$ cat config.mk
export PLATFORM = sky130hd
export DESIGN_NAME = synth_ctrl
export DESIGN_NICKNAME = d
export VERILOG_FILES = /design/src/synth_ctrl_pkg.sv /design/src/cal_store_if.sv /design/src/cal_store.sv /design/src/synth_ctrl.sv
export VERILOG_INCLUDE_DIRS = /design/src
export SDC_FILE = /design/constraint.sdc
export NUM_CORES = 1
export LEC_CHECK = 0
export ABC_CLOCK_PERIOD_IN_PS = 7300
export BUFFER_PORTS_ARGS = -buffer_cell sky130_fd_sc_hd__buf_2
export CAP_MARGIN = 20
export CELL_PAD_IN_SITES_DETAIL_PLACEMENT = 2
export CELL_PAD_IN_SITES_GLOBAL_PLACEMENT = 2
export CORE_ASPECT_RATIO = 0.9
export CORE_MARGIN = 5
export CORE_UTILIZATION = 39
export CTS_CLUSTER_SIZE = 28
export DETAILED_ROUTE_END_ITERATION = 8
export PLACE_DENSITY = 0.9
export SLEW_MARGIN = 0
export SYNTH_ARGS = -nofsm -noshare
export SYNTH_HDL_FRONTEND = slang
export SYNTH_SLANG_ARGS = --single-unit
$ cat constraint.sdc
create_clock -name core_clk -period 7.3 [get_ports core_clk]
set_input_delay 1.46 -clock core_clk [delete_from_list [all_inputs] [get_ports core_clk]]
set_output_delay 1.46 -clock core_clk [all_outputs]
set_load 0.02 [all_outputs]
$ cat src/synth_ctrl_regs.svh
// synth_ctrl_regs.svh: register offsets, field positions, reset values and timing counts
// assumes: included by bare name from the package and the design modules
`ifndef SYNTH_CTRL_REGS_SVH
`define SYNTH_CTRL_REGS_SVH
// register offsets (8-bit word index on the plain port)
`define OFS_MAIN        8'h00
`define OFS_CALIBRATE   8'h01
`define OFS_OSC_BIAS    8'h02
`define OFS_BUF_BIAS    8'h03
`define OFS_PIN_SRC     8'h04
`define OFS_STATUS      8'h05
`define OFS_CHAN_FIRST  8'h06
`define OFS_CHAN_SECOND 8'h07
// main control fields
`define MAIN_SOFT_RST_N 0
`define MAIN_FSET_SEL   1
`define MAIN_PD_TX      2
`define MAIN_PD_SYNTH   3
`define MAIN_PD_XOSC    4
// calibration control fields
`define CAL_GO          7
`define CAL_DUAL_BIT    6
`define CAL_WAIT_HI     5
`define CAL_WAIT_LO     4
`define CAL_FAST_BIT    3
`define CAL_ITER_HI     2
`define CAL_ITER_LO     0
// status fields
`define ST_CAL_DONE     7
`define ST_LOCK         4
// reset values
`define MAIN_RST        8'h1e
`define CAL_RST         8'h35
`define OSC_BIAS_RST    8'h88
`define BUF_BIAS_RST    8'h04
`define PIN_SRC_RST     4'h0
// status pin source codes
`define PIN_LOW         4'h0
`define PIN_HIGH        4'h1
`define PIN_LOCK        4'h2
`define PIN_CAL_DONE    4'h5
// calibration time in us for the fast routine at the 7.3728 MHz reference
`define CAL_US_W0       1000
`define CAL_US_W1       1500
`define CAL_US_W2       2900
`define CAL_US_W3       3900
`define CLK_MHZ         100
// settling after frequency set switch and after synth power-up, in us
`define FSET_SETTLE_US  1300
`define TURN_ON_US      3200
`endif
$ cat src/synth_ctrl_pkg.sv
// synth_ctrl_pkg.sv: types shared by the synthesizer control modules
// assumes: nothing beyond the constants header
`default_nettype none
package synth_ctrl_pkg;
  // calibration sequencer states
  typedef enum logic [1:0] {CAL_IDLE, CAL_RUN_FIRST, CAL_RUN_SECOND} cal_state_t;
  // stored calibration result for one frequency set
  typedef logic [7:0] cal_word_t;
endpackage
`default_nettype wire

$ cat src/cal_store_if.sv
// cal_store_if.sv: write and read port of the calibration result store
// assumes: single clock domain
`default_nettype none
interface cal_store_if;
  logic      wr_en;   // write one result
  logic      wr_sel;  // which frequency set
  logic [7:0] wr_data; // result word
  logic [7:0] rd_first;  // stored result, first set
  logic [7:0] rd_second; // stored result, second set
  modport ctrl  (output wr_en, output wr_sel, output wr_data, input rd_first, input rd_second);
  modport store (input wr_en, input wr_sel, input wr_data, output rd_first, output rd_second);
endinterface
`default_nettype wire

$ cat src/cal_store.sv
// cal_store.sv: two registered calibration result words, one per frequency set
// assumes: a soft reset of the registers does not touch this store
`default_nettype none
module cal_store (
  input  wire logic   core_clk,
  input  wire logic   rst_n,
  cal_store_if.store  sp
);
  logic [7:0] first_r;  // result for first set
  logic [7:0] second_r; // result for second set

  // results only change on a finished calibration pass or a hard reset, never on soft reset
  always_ff @(posedge core_clk) begin
    if (!rst_n) begin
      first_r  <= 8'h00;
      second_r <= 8'h00;
    end else if (sp.wr_en) begin
      if (sp.wr_sel) second_r <= sp.wr_data;
      else           first_r  <= sp.wr_data;
    end
  end
  assign sp.rd_first  = first_r;
  assign sp.rd_second = second_r;
endmodule // cal_store
`default_nettype wire

$ cat src/synth_ctrl.sv
// synth_ctrl.sv: synthesizer calibration, frequency set, bias and power-down control
// assumes: plain register port, lock_in is an asynchronous analog indication
`include "synth_ctrl_regs.svh"
`default_nettype none
module synth_ctrl
  import synth_ctrl_pkg::*;
#(
  parameter int US_CYCLES = `CLK_MHZ, // cycles per microsecond, lower to shorten sims
  parameter int NORMAL_X  = 2         // normal routine length as multiple of fast
) (
  input  wire logic       core_clk,
  input  wire logic       rst_n,
  input  wire logic [7:0] addr,
  input  wire logic [7:0] wdata,
  input  wire logic       wr_stb,
  input  wire logic       rd_stb,
  output logic      [7:0] rdata,
  input  wire logic       lock_in,
  output logic            status_pin,
  output logic            pd_tx,
  output logic            pd_synth,
  output logic            pd_xosc,
  output logic            fset_sel,
  output logic      [3:0] osc_bias,
  output logic      [7:0] buf_bias,
  output logic      [2:0] vco_target,
  output logic      [7:0] chan_word,
  output logic      [7:0] cal_word
);
  localparam int CYC_W = 24; // wide enough for 4 x 3900 us at 100 cycles/us

  // elaboration check: the counters must hold the longest normal run and the turn-on mask
  if (US_CYCLES < 1 || NORMAL_X < 1 || NORMAL_X > 4 ||
      longint'(`CAL_US_W3) * US_CYCLES * NORMAL_X >= (longint'(1) << CYC_W) ||
      longint'(`TURN_ON_US) * US_CYCLES >= (longint'(1) << CYC_W)) begin : bad_params_g
    $error("unsupported synth_ctrl parameters");
  end
  localparam logic [CYC_W-1:0] CAL_CYC0 = CYC_W'(`CAL_US_W0 * US_CYCLES);
  localparam logic [CYC_W-1:0] CAL_CYC1 = CYC_W'(`CAL_US_W1 * US_CYCLES);
  localparam logic [CYC_W-1:0] CAL_CYC2 = CYC_W'(`CAL_US_W2 * US_CYCLES);
  localparam logic [CYC_W-1:0] CAL_CYC3 = CYC_W'(`CAL_US_W3 * US_CYCLES);
  localparam logic [CYC_W-1:0] SETTLE_CYC = CYC_W'(`FSET_SETTLE_US * US_CYCLES);
  localparam logic [CYC_W-1:0] TURNON_CYC = CYC_W'(`TURN_ON_US * US_CYCLES);

  // software registers
  logic [7:0] main_r;      // power-down, set select, soft reset
  logic [7:0] cal_r;       // calibration control
  logic [7:0] osc_r;       // oscillator bias, two nibbles
  logic [7:0] buf_r;       // amplifier buffer bias register
  logic [3:0] pin_src_r;   // status pin source
  logic [7:0] chan1_r;     // channel_word_first
  logic [7:0] chan2_r;     // channel_word_second
  logic       done_r;      // calibration done flag
  logic [7:0] rdata_r;     // registered read data
  logic       lock_s1_r;   // lock synchroniser stage 1
  logic       lock_s2_r;   // lock synchroniser stage 2
  logic       lock_r;      // continuous lock indication
  logic [CYC_W-1:0] cnt_r; // calibration pass down-counter
  logic [CYC_W-1:0] settle_r; // settle counter, lock masked while nonzero
  logic       fset_q_r;    // previous set select
  logic       pds_q_r;     // previous synth power-down
  cal_state_t state_r;     // calibration sequencer
  cal_state_t state_nxt;

  cal_store_if sp ();
  cal_store u_store (.core_clk(core_clk), .rst_n(rst_n), .sp(sp));

  // decoding, all continuous
  wire soft_rst   = !main_r[`MAIN_SOFT_RST_N];            // active when bit cleared
  wire wr_main    = wr_stb && addr == `OFS_MAIN;
  wire wr_cal     = wr_stb && addr == `OFS_CALIBRATE;
  wire cal_go     = wr_cal && wdata[`CAL_GO] && !soft_rst;
  // the go write carries the routine, so its length comes from the write data, not the old register
  wire [7:0] cal_cfg = cal_go ? {1'b0, wdata[6:0]} : cal_r;
  wire dual       = cal_cfg[`CAL_DUAL_BIT];
  wire fast       = cal_cfg[`CAL_FAST_BIT];
  wire [1:0] wsel = cal_cfg[`CAL_WAIT_HI:`CAL_WAIT_LO];
  wire [CYC_W-1:0] fast_len = (wsel == 2'b00) ? CAL_CYC0 : (wsel == 2'b01) ? CAL_CYC1 :
                              (wsel == 2'b10) ? CAL_CYC2 : CAL_CYC3;
  wire [CYC_W-1:0] cal_len = fast ? fast_len : CYC_W'(fast_len * NORMAL_X);
  wire cnt_zero   = cnt_r == '0;
  wire running    = state_r != CAL_IDLE;
  wire cur_set    = (state_r == CAL_RUN_SECOND) ? 1'b1 : (dual ? 1'b0 : main_r[`MAIN_FSET_SEL]);
  wire finish     = running && cnt_zero && state_nxt == CAL_IDLE;
  // result word: target voltage code and wait code of the run
  wire [7:0] result = {2'b00, wsel, fast, cal_r[`CAL_ITER_HI:`CAL_ITER_LO]};

  // sequencer next state
  always_comb begin
    state_nxt = state_r;
    unique case (state_r)
      CAL_IDLE:       if (cal_go) state_nxt = CAL_RUN_FIRST;
      CAL_RUN_FIRST:  if (cnt_zero) state_nxt = dual ? CAL_RUN_SECOND : CAL_IDLE;
      CAL_RUN_SECOND: if (cnt_zero) state_nxt = CAL_IDLE;
    endcase
  end

  // store write on each finished pass; dual writes both sets
  assign sp.wr_en   = running && cnt_zero;
  assign sp.wr_sel  = cur_set;
  assign sp.wr_data = result;

  // register writes in any order; soft reset restores defaults
  always_ff @(posedge core_clk) begin
    if (!rst_n) begin
      main_r    <= `MAIN_RST;
      cal_r     <= `CAL_RST;
      osc_r     <= `OSC_BIAS_RST;
      buf_r     <= `BUF_BIAS_RST;
      pin_src_r <= `PIN_SRC_RST;
      chan1_r   <= 8'h00;
      chan2_r   <= 8'h00;
    end else if (soft_rst && !wr_main) begin
      main_r    <= `MAIN_RST;
      cal_r     <= `CAL_RST;
      osc_r     <= `OSC_BIAS_RST;
      buf_r     <= `BUF_BIAS_RST;
      pin_src_r <= `PIN_SRC_RST;
      chan1_r   <= 8'h00;
      chan2_r   <= 8'h00;
    end else if (wr_stb) begin
      if (addr == `OFS_MAIN)        main_r    <= wdata;
      if (addr == `OFS_CALIBRATE)   cal_r     <= {1'b0, wdata[6:0]};    // go bit self-clears
      if (addr == `OFS_OSC_BIAS)    osc_r     <= wdata;
      if (addr == `OFS_BUF_BIAS)    buf_r     <= wdata;
      if (addr == `OFS_PIN_SRC)     pin_src_r <= wdata[3:0];
      if (addr == `OFS_CHAN_FIRST)  chan1_r   <= wdata;
      if (addr == `OFS_CHAN_SECOND) chan2_r   <= wdata;
    end
  end

  // sequencer and its counter
  always_ff @(posedge core_clk) begin
    if (!rst_n) begin
      state_r <= CAL_IDLE;
      cnt_r   <= '0;
    end else begin
      state_r <= state_nxt;
      if (!running && cal_go) cnt_r <= cal_len - 1'b1;
      else if (running && cnt_zero && state_nxt != CAL_IDLE) cnt_r <= cal_len - 1'b1;
      else if (!cnt_zero) cnt_r <= cnt_r - 1'b1;
    end
  end

  // done flag: start clears it, finish sets it; finish wins
  always_ff @(posedge core_clk) begin
    if (!rst_n) done_r <= 1'b0;
    else if (finish) done_r <= 1'b1;
    else if (cal_go) done_r <= 1'b0;
  end

  // lock synchroniser, masked during calibration and settling
  always_ff @(posedge core_clk) begin
    if (!rst_n) begin
      lock_s1_r <= 1'b0;
      lock_s2_r <= 1'b0;
      lock_r    <= 1'b0;
      settle_r  <= '0;
      fset_q_r  <= 1'b0;
      pds_q_r   <= 1'b1;
    end else begin
      lock_s1_r <= lock_in;
      lock_s2_r <= lock_s1_r;
      fset_q_r  <= main_r[`MAIN_FSET_SEL];
      pds_q_r   <= main_r[`MAIN_PD_SYNTH];
      if (pds_q_r && !main_r[`MAIN_PD_SYNTH]) settle_r <= TURNON_CYC;
      else if (fset_q_r != main_r[`MAIN_FSET_SEL]) settle_r <= SETTLE_CYC;
      else if (settle_r != '0) settle_r <= settle_r - 1'b1;
      // the cycle of a switch or power-up is masked too, before the settle count is loaded
      lock_r <= lock_s2_r && !running && settle_r == '0 && !main_r[`MAIN_PD_SYNTH] && !pds_q_r &&
                fset_q_r == main_r[`MAIN_FSET_SEL];
    end
  end

  // status pin source select
  always_ff @(posedge core_clk) begin
    if (!rst_n) status_pin <= 1'b0;
    else begin
      unique case (pin_src_r)
        `PIN_LOW:      status_pin <= 1'b0;
        `PIN_HIGH:     status_pin <= 1'b1;
        `PIN_LOCK:     status_pin <= lock_r;
        `PIN_CAL_DONE: status_pin <= done_r;
        default:       status_pin <= 1'b0;
      endcase
    end
  end

  // read mux, data in the cycle after the strobe
  wire [7:0] status_val = {done_r, 2'b00, lock_r, 3'b000, running};
  wire [7:0] rd_mux = (addr == `OFS_MAIN)        ? main_r :
                      (addr == `OFS_CALIBRATE)   ? cal_r :
                      (addr == `OFS_OSC_BIAS)    ? osc_r :
                      (addr == `OFS_BUF_BIAS)    ? buf_r :
                      (addr == `OFS_PIN_SRC)     ? {4'h0, pin_src_r} :
                      (addr == `OFS_STATUS)      ? status_val :
                      (addr == `OFS_CHAN_FIRST)  ? chan1_r :
                      (addr == `OFS_CHAN_SECOND) ? chan2_r : 8'h00;
  always_ff @(posedge core_clk) begin
    if (!rst_n) rdata_r <= 8'h00;
    else        rdata_r <= rd_stb ? rd_mux : 8'h00;
  end
  assign rdata = rdata_r;

  // outputs to the analog side
  assign pd_tx      = main_r[`MAIN_PD_TX];
  assign pd_synth   = main_r[`MAIN_PD_SYNTH];
  assign pd_xosc    = main_r[`MAIN_PD_XOSC];
  assign fset_sel   = main_r[`MAIN_FSET_SEL];
  assign osc_bias   = fset_sel ? osc_r[7:4] : osc_r[3:0];
  assign buf_bias   = buf_r;
  assign vco_target = cal_r[`CAL_ITER_HI:`CAL_ITER_LO];
  assign chan_word  = fset_sel ? chan2_r : chan1_r;
  assign cal_word   = fset_sel ? sp.rd_second : sp.rd_first;

  // pass length helper: running cycles of the current pass against the length it was given
  logic [CYC_W-1:0] pass_cyc_r; // running cycles since the pass began
  logic [CYC_W-1:0] pass_len_r; // length loaded at the start of the pass
  always_ff @(posedge core_clk) begin
    if (!rst_n) begin
      pass_cyc_r <= '0;
      pass_len_r <= '0;
    end else if ((!running && cal_go) || sp.wr_en) begin
      pass_cyc_r <= '0;
      pass_len_r <= cal_len;
    end else if (running) begin
      pass_cyc_r <= pass_cyc_r + 1'b1;
    end
  end
endmodule // synth_ctrl
`default_nettype wire

==> run summary, run 1 <==
From synthesis to final layout, the design area changed by 16.0%. For the number of warnings reported in the yosys synthesis log, the log shows 0. The starting utilization of the core area is 0.394.

Synthesized netlist cell count: 774. The setup slack of the critical path after layout was 1.50 ns. The number of placed instances, taps included, is 1006. The compound-gate portion of the synthesized area was 0.144. Clock skew on the completed layout was measured at 0.0117 ns.

The mux cell area share after synthesis is 0.0976. The sequential cells in the finished layout cover a total of 2560 µm². In this run, post-CTS hold repair placed 0 buffers. The share of async-settable or async-resettable flops after synthesis was 0. The stage delay of the slowest cell on the critical path is 0.81 ns, and the number of optimization iterations in the first detailed-route pass is 5. The number of buffers inserted during clock tree synthesis came out at 17. Biggest fanout along the worst timing path: 12. After synthesis, the largest family of logic cells by area is simple AND/OR/NAND/NOR gates. The detailed router placed 6478 vias in this run. In the final design database the tool counted 847 nets. Dividing total power by cell area gives a power density of 324 nW/µm². Once detail routing completed, the nets flagged for antenna violations numbered 0. The synthesized netlist occupies a cell area of 6610 µm². The run gives 41 as the maximum number of pins on one net before global-route repair. The height of the die is 133 µm.

The worst setup path is launched from a primary input. The die covers 19600 µm². The first routing iteration left 389 violations. Port buffering added 62 buffers.

Critical path class: in -> reg. Path length in cells of the critical path: 12. The critical path arrival is 6.11 ns. The minimum clock period came out at 5.80 ns. The routed design has 28100 µm of wire. The run gives 0 as the number of max-slew violations in the final report. In the routed layout, each cell is associated on average with a via count of 6.24. Once detailed placement completed, the half-perimeter wirelength came to 16900 µm. For this run, the top clock speed supported by timing is 172 MHz. Share of the clock period used by the worst path: 0.794. The worst register-to-register path ends at cnt_r[10]. The run gives 3760 µm² as the area used by multi-input combinational logic. The power consumption is 2.48 mW, and the number of hold violations in the final report is 0.

For the worst setup path, the data required time is 7.61 ns. The number of rows in the core area came out at 45. The number of synthesized flops with an enable pin is 0.

The path depth of the worst reg2reg path is 11, and the count of non-filler cells in the finished layout is 1038. The adder and majority gate portion of the synthesized area was 0.0227; the first-pass GRT wire length was 43600 µm. The post-synthesis cell type with the largest combined area is sky130_fd_sc_hd__dfxtp_1.

STA classifies the critical path endpoint as a flip-flop. The DRC violations left came out at 0. The critical path contains buffers and inverters numbering 2 combined. In this run the static leakage power is 3.01 nW.

Setup violations remaining at the end of the flow were counted as 0. Routed length per placed instance: 27.0 µm. The worst hold path belongs to the class reg -> reg. CTS placed an instance of sky130_fd_sc_hd__clkbuf_16 at the clock tree root. The startpoint identified for the worst register-to-register timing path is main_r[0]. Setup repair after global routing left no endpoint under its margin. TritonCTS built the clock tree. The number of H-tree branching levels is 4, and the worst vdd rail ir drop is 0.163 mV.

The core region is 16800 µm². Across the run, the number of max-cap violations was 0. The chip width is 147 µm. The signal on the critical path passes through buf_2, nor4_1, nand3_1, mux2i_2, inv_1, ha_1, nand3_1, nor2_1, and3_1, a311oi_1, o21ai_0, o32ai_1.

The run gives 72 as the number of distinct library cells after synthesis. The buffer count from post-CTS setup fixing is 0. After clock tree synthesis, the clock-pin slew on the worst setup and hold paths is 0.06 ns. The register area share after synthesis is 0.388, and the number of antenna violations at the first check in global routing is 1.

Counting the fill cells in the layout gives 1828. The flow ran to the end, and the final reports show no timing, DRC or antenna violations. OpenSTA, run right after detailed placement, puts the worst setup slack at 1.74 ns. Each instance of the synthesized netlist takes up on average 8.53 µm².

By instance count, the cell type seen most on the critical path is sky130_fd_sc_hd__nand3_1. Summed over all layers, the global routing overflow is 0. After synthesis the netlist holds a flip-flop and latch count of 128. The logs give 65 for the number of top-level pins and 0 for the number of antenna diodes. Clock latency on the worst-skew pair, taken at its later pin, is 0.45 ns. The share of the synthesized area in the top cell type came out at 0.388. The largest individual stage delay along the critical path comes from the cell sky130_fd_sc_hd__nor4_1.

Among all flip-flop cells after synthesis, the most frequent one is sky130_fd_sc_hd__dfxtp_1. The clock net in this run drives a total of 128 sinks. By area the synthesized netlist is led by sky130_fd_sc_hd__dfxtp_1, sky130_fd_sc_hd__mux2i_1, sky130_fd_sc_hd__nand3_1.

The setup total negative slack is 0 ns, and the transition time at the pin with the least slew margin is 1.00 ns. The launch point of the critical path is addr[5]. The number of gates resized after CTS was 0.

The fraction of layout instances using a drive strength above 1 came out at 0.174. The overall track demand over capacity in global routing is 0.288, and the share of synthesized cell area in and, or, nand and nor gates is 0.251. The last element of the critical path is cnt_r[10]. Largest delay contributor family on the critical path: simple AND/OR/NAND/NOR gates.

In this run the deepest clock path goes through 2 buffers. For the via count of the first global-routing pass, the log shows 7196. The worst max-slew margin expressed relative to the limit was 0.327. The post-synthesis xor/xnor area fraction is 0.0530, and the slack of the worst reg-to-reg path is 2.93 ns.

The tools report the final cell utilization of the core as 0.457. Weighted congestion reported at the end of routability-driven placement: 0.872.
-- flip-flops by register name, indices dropped and copies added (netlist names) --
name and count:
cal_r 7, cnt_r 24, lock_r 1, u_store.sp.rd_second 6, lock_s2_r 1, status_pin 1, done_r 1, chan1_r 8
osc_r 8, pin_src_r 4, settle_r 24, main_r 8, chan2_r 8, buf_bias 8, state_r 2, pds_q_r 1
fset_q_r 1, u_store.sp.rd_first 6, lock_s1_r 1, rdata 8
-- where the power goes --
part	switching [mW]	internal [mW]	total (mW)
sequential	0.0805	0.765	0.846
combinational	0.430	0.225	0.655
clock	0.340	0.642	0.983
total	0.851	1.63	2.48
-- cell usage in the layout (no fill, tap or decap), types with 6 or more instances in the layout --
| cell | Yosys | layout |
|---|---|---|
| sky130_fd_sc_hd__nor2_1 | 73 | 73 |
| sky130_fd_sc_hd__and3_1 | 8 | 8 |
| sky130_fd_sc_hd__clkbuf_16 | 0 | 17 |
| sky130_fd_sc_hd__inv_1 | 15 | 15 |
| sky130_fd_sc_hd__nand2_1 | 79 | 79 |
| sky130_fd_sc_hd__buf_2 | 5 | 62 |
| sky130_fd_sc_hd__mux2_2 | 24 | 24 |
| sky130_fd_sc_hd__nor4_1 | 17 | 17 |
| sky130_fd_sc_hd__xor2_1 | 13 | 13 |
| sky130_fd_sc_hd__nand3_1 | 61 | 61 |
| sky130_fd_sc_hd__or3_1 | 6 | 6 |
| sky130_fd_sc_hd__a22oi_1 | 12 | 12 |
| sky130_fd_sc_hd__nor3_1 | 25 | 25 |
| sky130_fd_sc_hd__nand2b_1 | 11 | 11 |
| sky130_fd_sc_hd__xnor2_1 | 27 | 27 |
| sky130_fd_sc_hd__o21ai_0 | 35 | 35 |
| sky130_fd_sc_hd__ha_1 | 12 | 12 |
| sky130_fd_sc_hd__dfxtp_1 | 128 | 128 |
| sky130_fd_sc_hd__a211oi_1 | 9 | 9 |
| sky130_fd_sc_hd__a31oi_1 | 6 | 6 |
| sky130_fd_sc_hd__a21oi_1 | 45 | 45 |
| sky130_fd_sc_hd__mux2i_1 | 36 | 36 |
-- per-layer routing --
metal	part of all wire	global-route usage	up-vias
met5	0.00046	0	-
li1	-	-	2848
met4	0.045	0.143	2
met1	0.41	0.337	3278
met2	0.50	0.497	259
met3	0.049	0.0656	91
-- final cells by class --
cell class | count | share of cell area
sequential | 128 | 0.334
timing repair buffer | 67 | 0.0454
inverter | 15 | 0.00735
clock buffer | 23 | 0.0637
clock inverter | 9 | 0.0232
multi-input combinational | 585 | 0.491
tap | 211 | 0.0345
-- stage by stage --
step           hold slack, ns  cell area (µm²)
3_3_place_gp            0.440             7000
5_1_grt                 0.501             7660
2_1_floorplan           0.412             6610
3_5_place_dp            0.457             7000
4_1_cts                 0.486             7660
6_report                0.482             7660
-- synth_stat cells (15+ instances only) --
cell,instances
sky130_fd_sc_hd__dfxtp_1,128
sky130_fd_sc_hd__nand2_1,79
sky130_fd_sc_hd__nor2_1,73
sky130_fd_sc_hd__nand3_1,61
sky130_fd_sc_hd__a21oi_1,45
sky130_fd_sc_hd__mux2i_1,36
sky130_fd_sc_hd__o21ai_0,35
sky130_fd_sc_hd__clkbuf_1,27
sky130_fd_sc_hd__xnor2_1,27
sky130_fd_sc_hd__nor3_1,25
sky130_fd_sc_hd__mux2_2,24
sky130_fd_sc_hd__nor4_1,17
sky130_fd_sc_hd__inv_1,15
-- worst min path at each step --
stage,start,to,slack [ns],depth (start not counted)
floorplan,lock_s1_r,lock_s2_r,0.41,1
global placement,u_store.sp.rd_second[2],u_store.sp.rd_second[2],0.44,2
detailed placement,main_r[7],main_r[7],0.46,2
CTS,osc_r[2],osc_r[2],0.49,2
global route,osc_r[2],osc_r[2],0.50,2
finish,u_store.sp.rd_second[0],u_store.sp.rd_second[0],0.48,2
-- worst reg2reg max path, cell delays in order (launching register included) --
cell	delay [ns]
sky130_fd_sc_hd__dfxtp_1	0.47
sky130_fd_sc_hd__and3_1	0.28
sky130_fd_sc_hd__nand3_1	0.56
sky130_fd_sc_hd__mux2i_2	0.81
sky130_fd_sc_hd__inv_1	0.28
sky130_fd_sc_hd__ha_1	0.36
sky130_fd_sc_hd__nand3_1	0.27
sky130_fd_sc_hd__nor2_1	0.12
sky130_fd_sc_hd__and3_1	0.21
sky130_fd_sc_hd__a311oi_1	0.30
sky130_fd_sc_hd__o21ai_0	0.18
sky130_fd_sc_hd__o32ai_1	0.41
-- cells by family (layout without fill, tap and decap cells) --
group,after synthesis,in the layout
other,1,2
flip-flops,128,128
AND/OR/NAND/NOR,323,323
XOR/XNOR,40,40
buffers and inverters,62,114
adder cells (fa/ha/maj),12,12
multiplexers,61,61
AO/OA/AOI/OAI,147,147
Note: power is estimated with default switching activity, not from simulation.
==> run 2: changes to the inputs <==
--- a/config.mk
+++ b/config.mk
@@ -6,17 +6,17 @@
 export SDC_FILE = /design/constraint.sdc
 export NUM_CORES = 1
 export LEC_CHECK = 0
-export ABC_CLOCK_PERIOD_IN_PS = 7300
+export ABC_CLOCK_PERIOD_IN_PS = 5000
 export BUFFER_PORTS_ARGS = -buffer_cell sky130_fd_sc_hd__buf_2
 export CAP_MARGIN = 20
 export CELL_PAD_IN_SITES_DETAIL_PLACEMENT = 2
 export CELL_PAD_IN_SITES_GLOBAL_PLACEMENT = 2
 export CORE_ASPECT_RATIO = 0.9
 export CORE_MARGIN = 5
-export CORE_UTILIZATION = 39
+export CORE_UTILIZATION = 33
 export CTS_CLUSTER_SIZE = 28
 export DETAILED_ROUTE_END_ITERATION = 8
-export PLACE_DENSITY = 0.9
+export PLACE_DENSITY = 0.82
 export SLEW_MARGIN = 0
 export SYNTH_ARGS = -nofsm -noshare
 export SYNTH_HDL_FRONTEND = slang
==> constraint.sdc (replaced) <==
create_clock -name core_clk -period 5 [get_ports core_clk]
set_input_delay 1 -clock core_clk [delete_from_list [all_inputs] [get_ports core_clk]]
set_output_delay 1 -clock core_clk [all_outputs]
set_load 0.02 [all_outputs]
==> run 2 against run 1 <==
  * Cell count rose by 4.8%
  * Clock power rose by 30%
  * Largest power group unchanged
  * Hold slack got worse by 0.016 ns
  * Combinational power rose by 35%
  * Highest routed layer unchanged
  * Clock skew fell by 0.0020 ns
==> run summary, run 2 (synthesis gave the netlist of run 1 again) <==
The flow ran to the end, and the final reports show no timing, DRC or antenna violations. TritonCTS created 17 clock buffers. The number of antenna violations at the first check in global routing came out at 1. Setup slack on the critical path of the routed design comes to 1.04 ns. TritonCTS built the clock tree. Once detail routing completed, the nets flagged for antenna violations numbered 0.

The die is 144 µm tall. The number of H-tree branching levels was 4; the critical path arrival was 4.30 ns. The run gives 0.0359 as the met3 track demand over resource in global routing. Total number of clock tree sinks: 128.

The clock tree buffer depth came out at 2. The setup slack after placement came out at 0.738 ns. The detailed router placed 6120 vias in this run. Setup repair after global routing left no endpoint under its margin.

Leaving out fill and tap cells, the most frequent cell in the layout is sky130_fd_sc_hd__dfxtp_1. For the worst max-slew margin expressed relative to the limit, the log shows 0.316. Number of antenna diodes: 0.

The run gives 0 as the number of hold violations in the final report. From synthesis to final layout, the design area changed by 16.5%. For the overall track demand over capacity in global routing, the log shows 0.206.

The path depth of the worst reg2reg path is 12, and the transition time at the pin with the least slew margin is 1.02 ns. The worst hold path begins at main_r[7]. 65 I/O pins were placed.

Buffers inserted to repair hold after CTS numbered 0. Met2 demand-to-capacity share in global routing: 0.357. The type of the worst min-delay path was reg -> reg. The worst register-to-register path has a setup slack of 1.79 ns. The first-pass GRT wire length is 37700 µm, and the starting utilization of the core area is 0.333. Setup violations remaining at the end of the flow were counted as 0. The per-cell via count in the routed design came out at 5.63. The kind of launch point of the worst setup path was a primary input.

The number of max-slew violations in the final report is 0. For the global-route congestion overflow total, the log shows 0. The final HPWL from detailed placement was 15800 µm; the net switching fraction of the power was 0.351. In this run the critical register-to-register path is launched from main_r[0]. Hold timing on the final database bottoms out at a slack of 0.466 ns. The number of gates resized after CTS was 0. After clock tree synthesis, the clock-pin slew on the worst setup and hold paths is 0.06 ns. Clock latency on the worst-skew pair, taken at its later pin, is 0.43 ns. The tools report the combinational share of power as 0.261. Number of rows in the core area: 49. In this run the critical register-to-register path is captured at cnt_r[10]. The buffer count from post-CTS setup fixing was 0. The worst hold path passes through 2 cells. The tools report the critical path capture point type as a flip-flop.

The tool flagged a number of max-cap violations equal to 0. The cell sitting at the root of the clock tree is a sky130_fd_sc_hd__clkbuf_16. In this run the power spent charging and discharging nets is 1.19 mW. The tools report the sequential share of power as 0.361. The top cell types in the final layout, fill and taps aside, are sky130_fd_sc_hd__dfxtp_1, sky130_fd_sc_hd__nand2_1, sky130_fd_sc_hd__nor2_1.

In the final routed layout, each cell accounts on average for 21.5 µm. The tools report the area of the placeable core as 19900 µm². After layout, the minimum clock period comes to 3.96 ns. Of all nets on the critical path, the largest fanout is 15. The largest registers in the layout are cnt_r x24, settle_r x24. The areal power density over the cells is 441 nW/µm². The part of the power in the clock network was 0.378. Summing internal, switching and leakage power gives 3.39 mW.

After detailed routing, the number of remaining DRC violations is 0. Share of the clock period used by the worst path: 0.792. VDD sags by at most 0.234 mV. The via count of the first global-routing pass is 6680.

In this run the horizontal extent of the chip is 159 µm. The number of violations reported at the end of detailed-routing iteration 0 came out at 280. Post-layout net count: 854. The highest-utilization routing layer at the global route stage is met2. The critical path is of the in -> reg type. The first detailed-routing pass took 4 iterations. The weighted congestion reported at the end of routability-driven placement was 0.802; the static power due to leakage was 3.00 nW. Data on the critical path is required at its endpoint by 5.34 ns. Between clock sinks in the finished design, the worst skew comes to 0.00969 ns. Maximum number of pins on one net before global-route repair: 36.

End point of the worst hold path: main_r[7]. The total length of routed wires is 23400 µm. For the floorplan die area, the log shows 22900 µm².

The fraction of layout instances using a drive strength above 1 was 0.182; the final cell utilization of the core was 0.387. The internal cell power is 2.20 mW, and the highest attainable clock frequency is 253 MHz. The count of buffers inserted at the top-level ports works out to 62. The met1 layer usage reported by global route was 0.260; the setup total negative slack was 0 ns.
==> run 2: changes by cell type in the layout (fill, tap and decap cells not counted) <==
cell,before,now
sky130_fd_sc_hd__buf_4,5,12
sky130_fd_sc_hd__inv_6,0,5
sky130_fd_sc_hd__bufinv_16,5,2
sky130_fd_sc_hd__clkbuf_8,4,1
sky130_fd_sc_hd__clkbuf_1,2,0
sky130_fd_sc_hd__clkinvlp_4,0,2
sky130_fd_sc_hd__clkinv_2,2,1
sky130_fd_sc_hd__inv_8,0,1
==> run 2: worst max path at each step <==
stage / cells past startpoint / endpoint / slack, ns / start
2_1_floorplan: 12 / cnt_r[10] / 1.37 / addr[5]
3_3_place_gp: 13 / cnt_r[10] / 0.84 / addr[5]
3_5_place_dp: 13 / cnt_r[10] / 0.74 / addr[2]
4_1_cts: 13 / cnt_r[10] / 1.08 / addr[1]
5_1_grt: 13 / cnt_r[10] / 0.80 / addr[1]
6_report: 13 / cnt_r[10] / 1.04 / addr[1]
==> run 2: metrics by stage <==
step           std cells  instance area (µm²)
2_1_floorplan        775                 6610
3_3_place_gp        1057                 7100
3_5_place_dp        1057                 7100
4_1_cts             1088                 7690
5_1_grt             1088                 7690
6_report            1088                 7690
==> run 2: power groups by stage <==
stage          Clock (mW)  Sequential, mW  Combinational (mW)
6_report             1.28            1.23               0.886
5_1_grt              1.35            1.24               0.981
4_1_cts              1.31            1.23               0.892
3_5_place_dp            0            1.25               0.863
3_3_place_gp            0            1.24               0.841
2_1_floorplan           0            1.22               0.701
==> run 2: routing by layer <==
| layer | part of all wire | vias up |
|---|---|---|
| li1 | - | 2862 |
| met1 | 0.46 | 3086 |
| met2 | 0.49 | 128 |
| met3 | 0.028 | 42 |
| met4 | 0.023 | 2 |
| met5 | 0.00047 | - |
==> run 2: cell type report <==
type / count / area [µm²]
Inverter: 15 / 56.3
Clock inverter: 13 / 153
Fill cell: 2279 / 12200
Tap cell: 255 / 319
Timing Repair Buffer: 74 / 400
Sequential cell: 128 / 2560
Clock buffer: 18 / 439
Multi-Input combinational cell: 585 / 3760
==> run 2: worst max-delay path, cell delays in order <==
cell and delay, ns:
sky130_fd_sc_hd__buf_2 0.20, sky130_fd_sc_hd__nor4b_1 0.58, sky130_fd_sc_hd__nand3_1 0.14, sky130_fd_sc_hd__buf_4 0.24, sky130_fd_sc_hd__mux2i_2 0.47, sky130_fd_sc_hd__inv_1 0.22
sky130_fd_sc_hd__ha_1 0.34, sky130_fd_sc_hd__nand3_1 0.24, sky130_fd_sc_hd__nor2_1 0.09, sky130_fd_sc_hd__and3_1 0.18, sky130_fd_sc_hd__a311oi_1 0.22, sky130_fd_sc_hd__o21ai_0 0.15
sky130_fd_sc_hd__o32ai_1 0.23
==> run 3: changes to the inputs <==
--- a/config.mk
+++ b/config.mk
@@ -6,7 +6,7 @@
 export SDC_FILE = /design/constraint.sdc
 export NUM_CORES = 1
 export LEC_CHECK = 0
-export ABC_CLOCK_PERIOD_IN_PS = 5000
+export ABC_CLOCK_PERIOD_IN_PS = 3500
 export BUFFER_PORTS_ARGS = -buffer_cell sky130_fd_sc_hd__buf_2
 export CAP_MARGIN = 20
 export CELL_PAD_IN_SITES_DETAIL_PLACEMENT = 2
==> constraint.sdc (replaced) <==
create_clock -name core_clk -period 3.5 [get_ports core_clk]
set_input_delay 0.7 -clock core_clk [delete_from_list [all_inputs] [get_ports core_clk]]
set_output_delay 0.7 -clock core_clk [all_outputs]
set_load 0.02 [all_outputs]
==> run 3 against run 2 <==
  * Clock power grew 52%
  * Utilization is 1.2 points higher
  * First-iteration DRC count up 19%
  * Sequential share of layout area decreased by 0.96 points
  * Design area up 3.0%
  * Combinational power is 53% higher
  * Via count grew 3.1%
  * Die area did not move
  * Sequential cell count is the same
  * Critical path type is now reg -> reg
  * Highest routed layer is now met4
==> run summary, run 3 (synthesis gave the netlist of run 1 again) <==
The flow ran to the end, and the final reports show no timing, DRC or antenna violations. The tools report the number of antenna violations at the first check in global routing as 0. For the overall track demand over capacity in global routing, the log shows 0.220. The run gives 0 as the number of max-slew violations in the final report. The worst vdd rail ir drop was 0.261 mV. The post-cts gate resize count was 0.

TritonCTS built the clock tree. Final cell utilization of the core: 0.399. 65 I/O pins were placed. In the final routed layout, each cell accounts on average for 22.4 µm. Buffers placed on the I/O ports in this run total 62. The logs give 2 for the clock tree buffer depth and 1113 for the count of non-filler cells in the finished layout. The die is 144 µm tall.

The setup total negative slack was 0 ns. After layout, the design draws a total of 5.06 mW. The worst setup path is launched from a flip-flop. Detailed placement ended at an HPWL of 16100 µm. The largest registers in the layout are cnt_r x24, settle_r x24.

The count of nets left with antenna violations once routing finished came out at 0. The fraction of layout instances using a drive strength above 1 is 0.204, and the areal power density over the cells is 639 nW/µm². The logs give 1081 for the number of placed instances, taps included and 0 for the number of hold violations in the final report. In this run the standard cell core region covers 19900 µm².

STA classifies the critical path endpoint as a flip-flop. After clock tree synthesis, the clock-pin slew on the worst setup and hold paths is 0.06 ns. The required time of the critical path is 3.80 ns. The library cell used most frequently in the layout, excluding fill and tap cells, is sky130_fd_sc_hd__dfxtp_1.

The analysis attributes to cell leakage a power of 3.13 nW. The number of optimization iterations in the first detailed-route pass was 4. Measured along the x axis, the die boundary spans 159 µm. For this run, the post-layout net count is 878. The setup clock skew after layout is 0.0101 ns. Critical path class: reg -> reg. Setup violations remaining at the end of the flow were counted as 0.

The number of rows in the core area was 49. The die covers 22900 µm². The congestion estimate from routability-driven global placement came to 0.779. The logs give 17 for the number of buffers inserted during clock tree synthesis and 6310 for the number of vias in the routed layout. The number of violations reported at the end of detailed-routing iteration 0 was 332; the number of violations of the max-capacitance limit was 0. The transition time at the pin with the least slew margin was 0.786 ns; the starting utilization of the core area was 0.333. The minimum clock period is 2.87 ns, and the buffer count from post-CTS setup fixing is 0. The type of the worst min-delay path was reg -> reg. The highest attainable clock frequency was 348 MHz. The tools report the count of hold-fix buffers inserted at cts as 0. The tools report the total number of clock tree sinks as 128.

The biggest fanout along the worst timing path came out at 12. Leaving out fill and tap cells, the most frequent cells in the layout are sky130_fd_sc_hd__dfxtp_1, sky130_fd_sc_hd__nand2_1, sky130_fd_sc_hd__nor2_1. The area added between synthesis and finish was 20.0%; the first-pass GRT wire length was 39900 µm.

Summed over all layers, the global routing overflow is 0. The clock latency on the worst-skew pair is 0.43 ns, and the number of antenna diodes is 0. Summed over all layers, the routed wires come to 24900 µm. The logs give 0 for the DRC violations left and 4 for the number of H-tree branching levels.

The tree is rooted in a sky130_fd_sc_hd__clkbuf_16. Setup repair after global routing left no endpoint under its margin. For the worst max-slew margin expressed relative to the limit, the log shows 0.471. Data arrives at the worst endpoint at 3.18 ns. The per-cell via count in the routed design was 5.67. The via count of the first global-routing pass is 6952. The share of the clock period used by the worst path is 0.821.

Entering global routing, the biggest net connects 31 pins.
[run 3: final cells by class]
class / count / area (µm²)
fill: 2252 / 11900
multi-input combinational: 585 / 3760
sequential: 128 / 2560
timing repair buffer: 98 / 593
clock buffer: 20 / 447
tap: 255 / 319
clock inverter: 12 / 181
inverter: 15 / 56.3
[run 3: routing by layer]
layer / vias up / routed length (µm) / global-route usage
li1: 2914 / - / -
met1: 3209 / 10900 / 0.264
met2: 142 / 12500 / 0.388
met3: 45 / 946 / 0.0510
met4: 0 / 602 / 0.0776
met5: - / 0 / 0
[run 3: power by group]
part	total (mW)	internal [mW]	switching, mW
clock	1.95	1.21	0.738
combinational	1.36	0.511	0.848
sequential	1.75	1.60	0.155
total	5.06	3.32	1.74
[run 3: path summary, 6_finish.rpt]
path | slack (ns) | to | start | cells after the start
setup / recovery | 0.63 | u_store.sp.rd_first[4] | cnt_r[2] | 6
hold / removal | 0.48 | lock_s2_r | lock_s1_r | 1
hold reg to reg | 0.48 | lock_s2_r | lock_s1_r | 1
setup reg to reg | 0.63 | u_store.sp.rd_first[4] | cnt_r[2] | 6
[run 3: critical path: stages (launching register included)]
cell	delay, ns
sky130_fd_sc_hd__dfxtp_1	0.37
sky130_fd_sc_hd__or4_4	0.58
sky130_fd_sc_hd__or3_1	0.51
sky130_fd_sc_hd__nor3_4	0.63
sky130_fd_sc_hd__nand3_4	0.32
sky130_fd_sc_hd__nand3_1	0.22
sky130_fd_sc_hd__o31ai_2	0.10
[run 3: stage by stage]
stage          setup WS, ns  hold WS [ns]  instance area [µm²]
2_1_floorplan         0.173         0.412                 6610
3_3_place_gp          0.454         0.445                 7300
3_5_place_dp          0.407         0.461                 7300
4_1_cts               0.610         0.476                 7920
5_1_grt               0.377         0.480                 7920
6_report              0.625         0.483                 7920
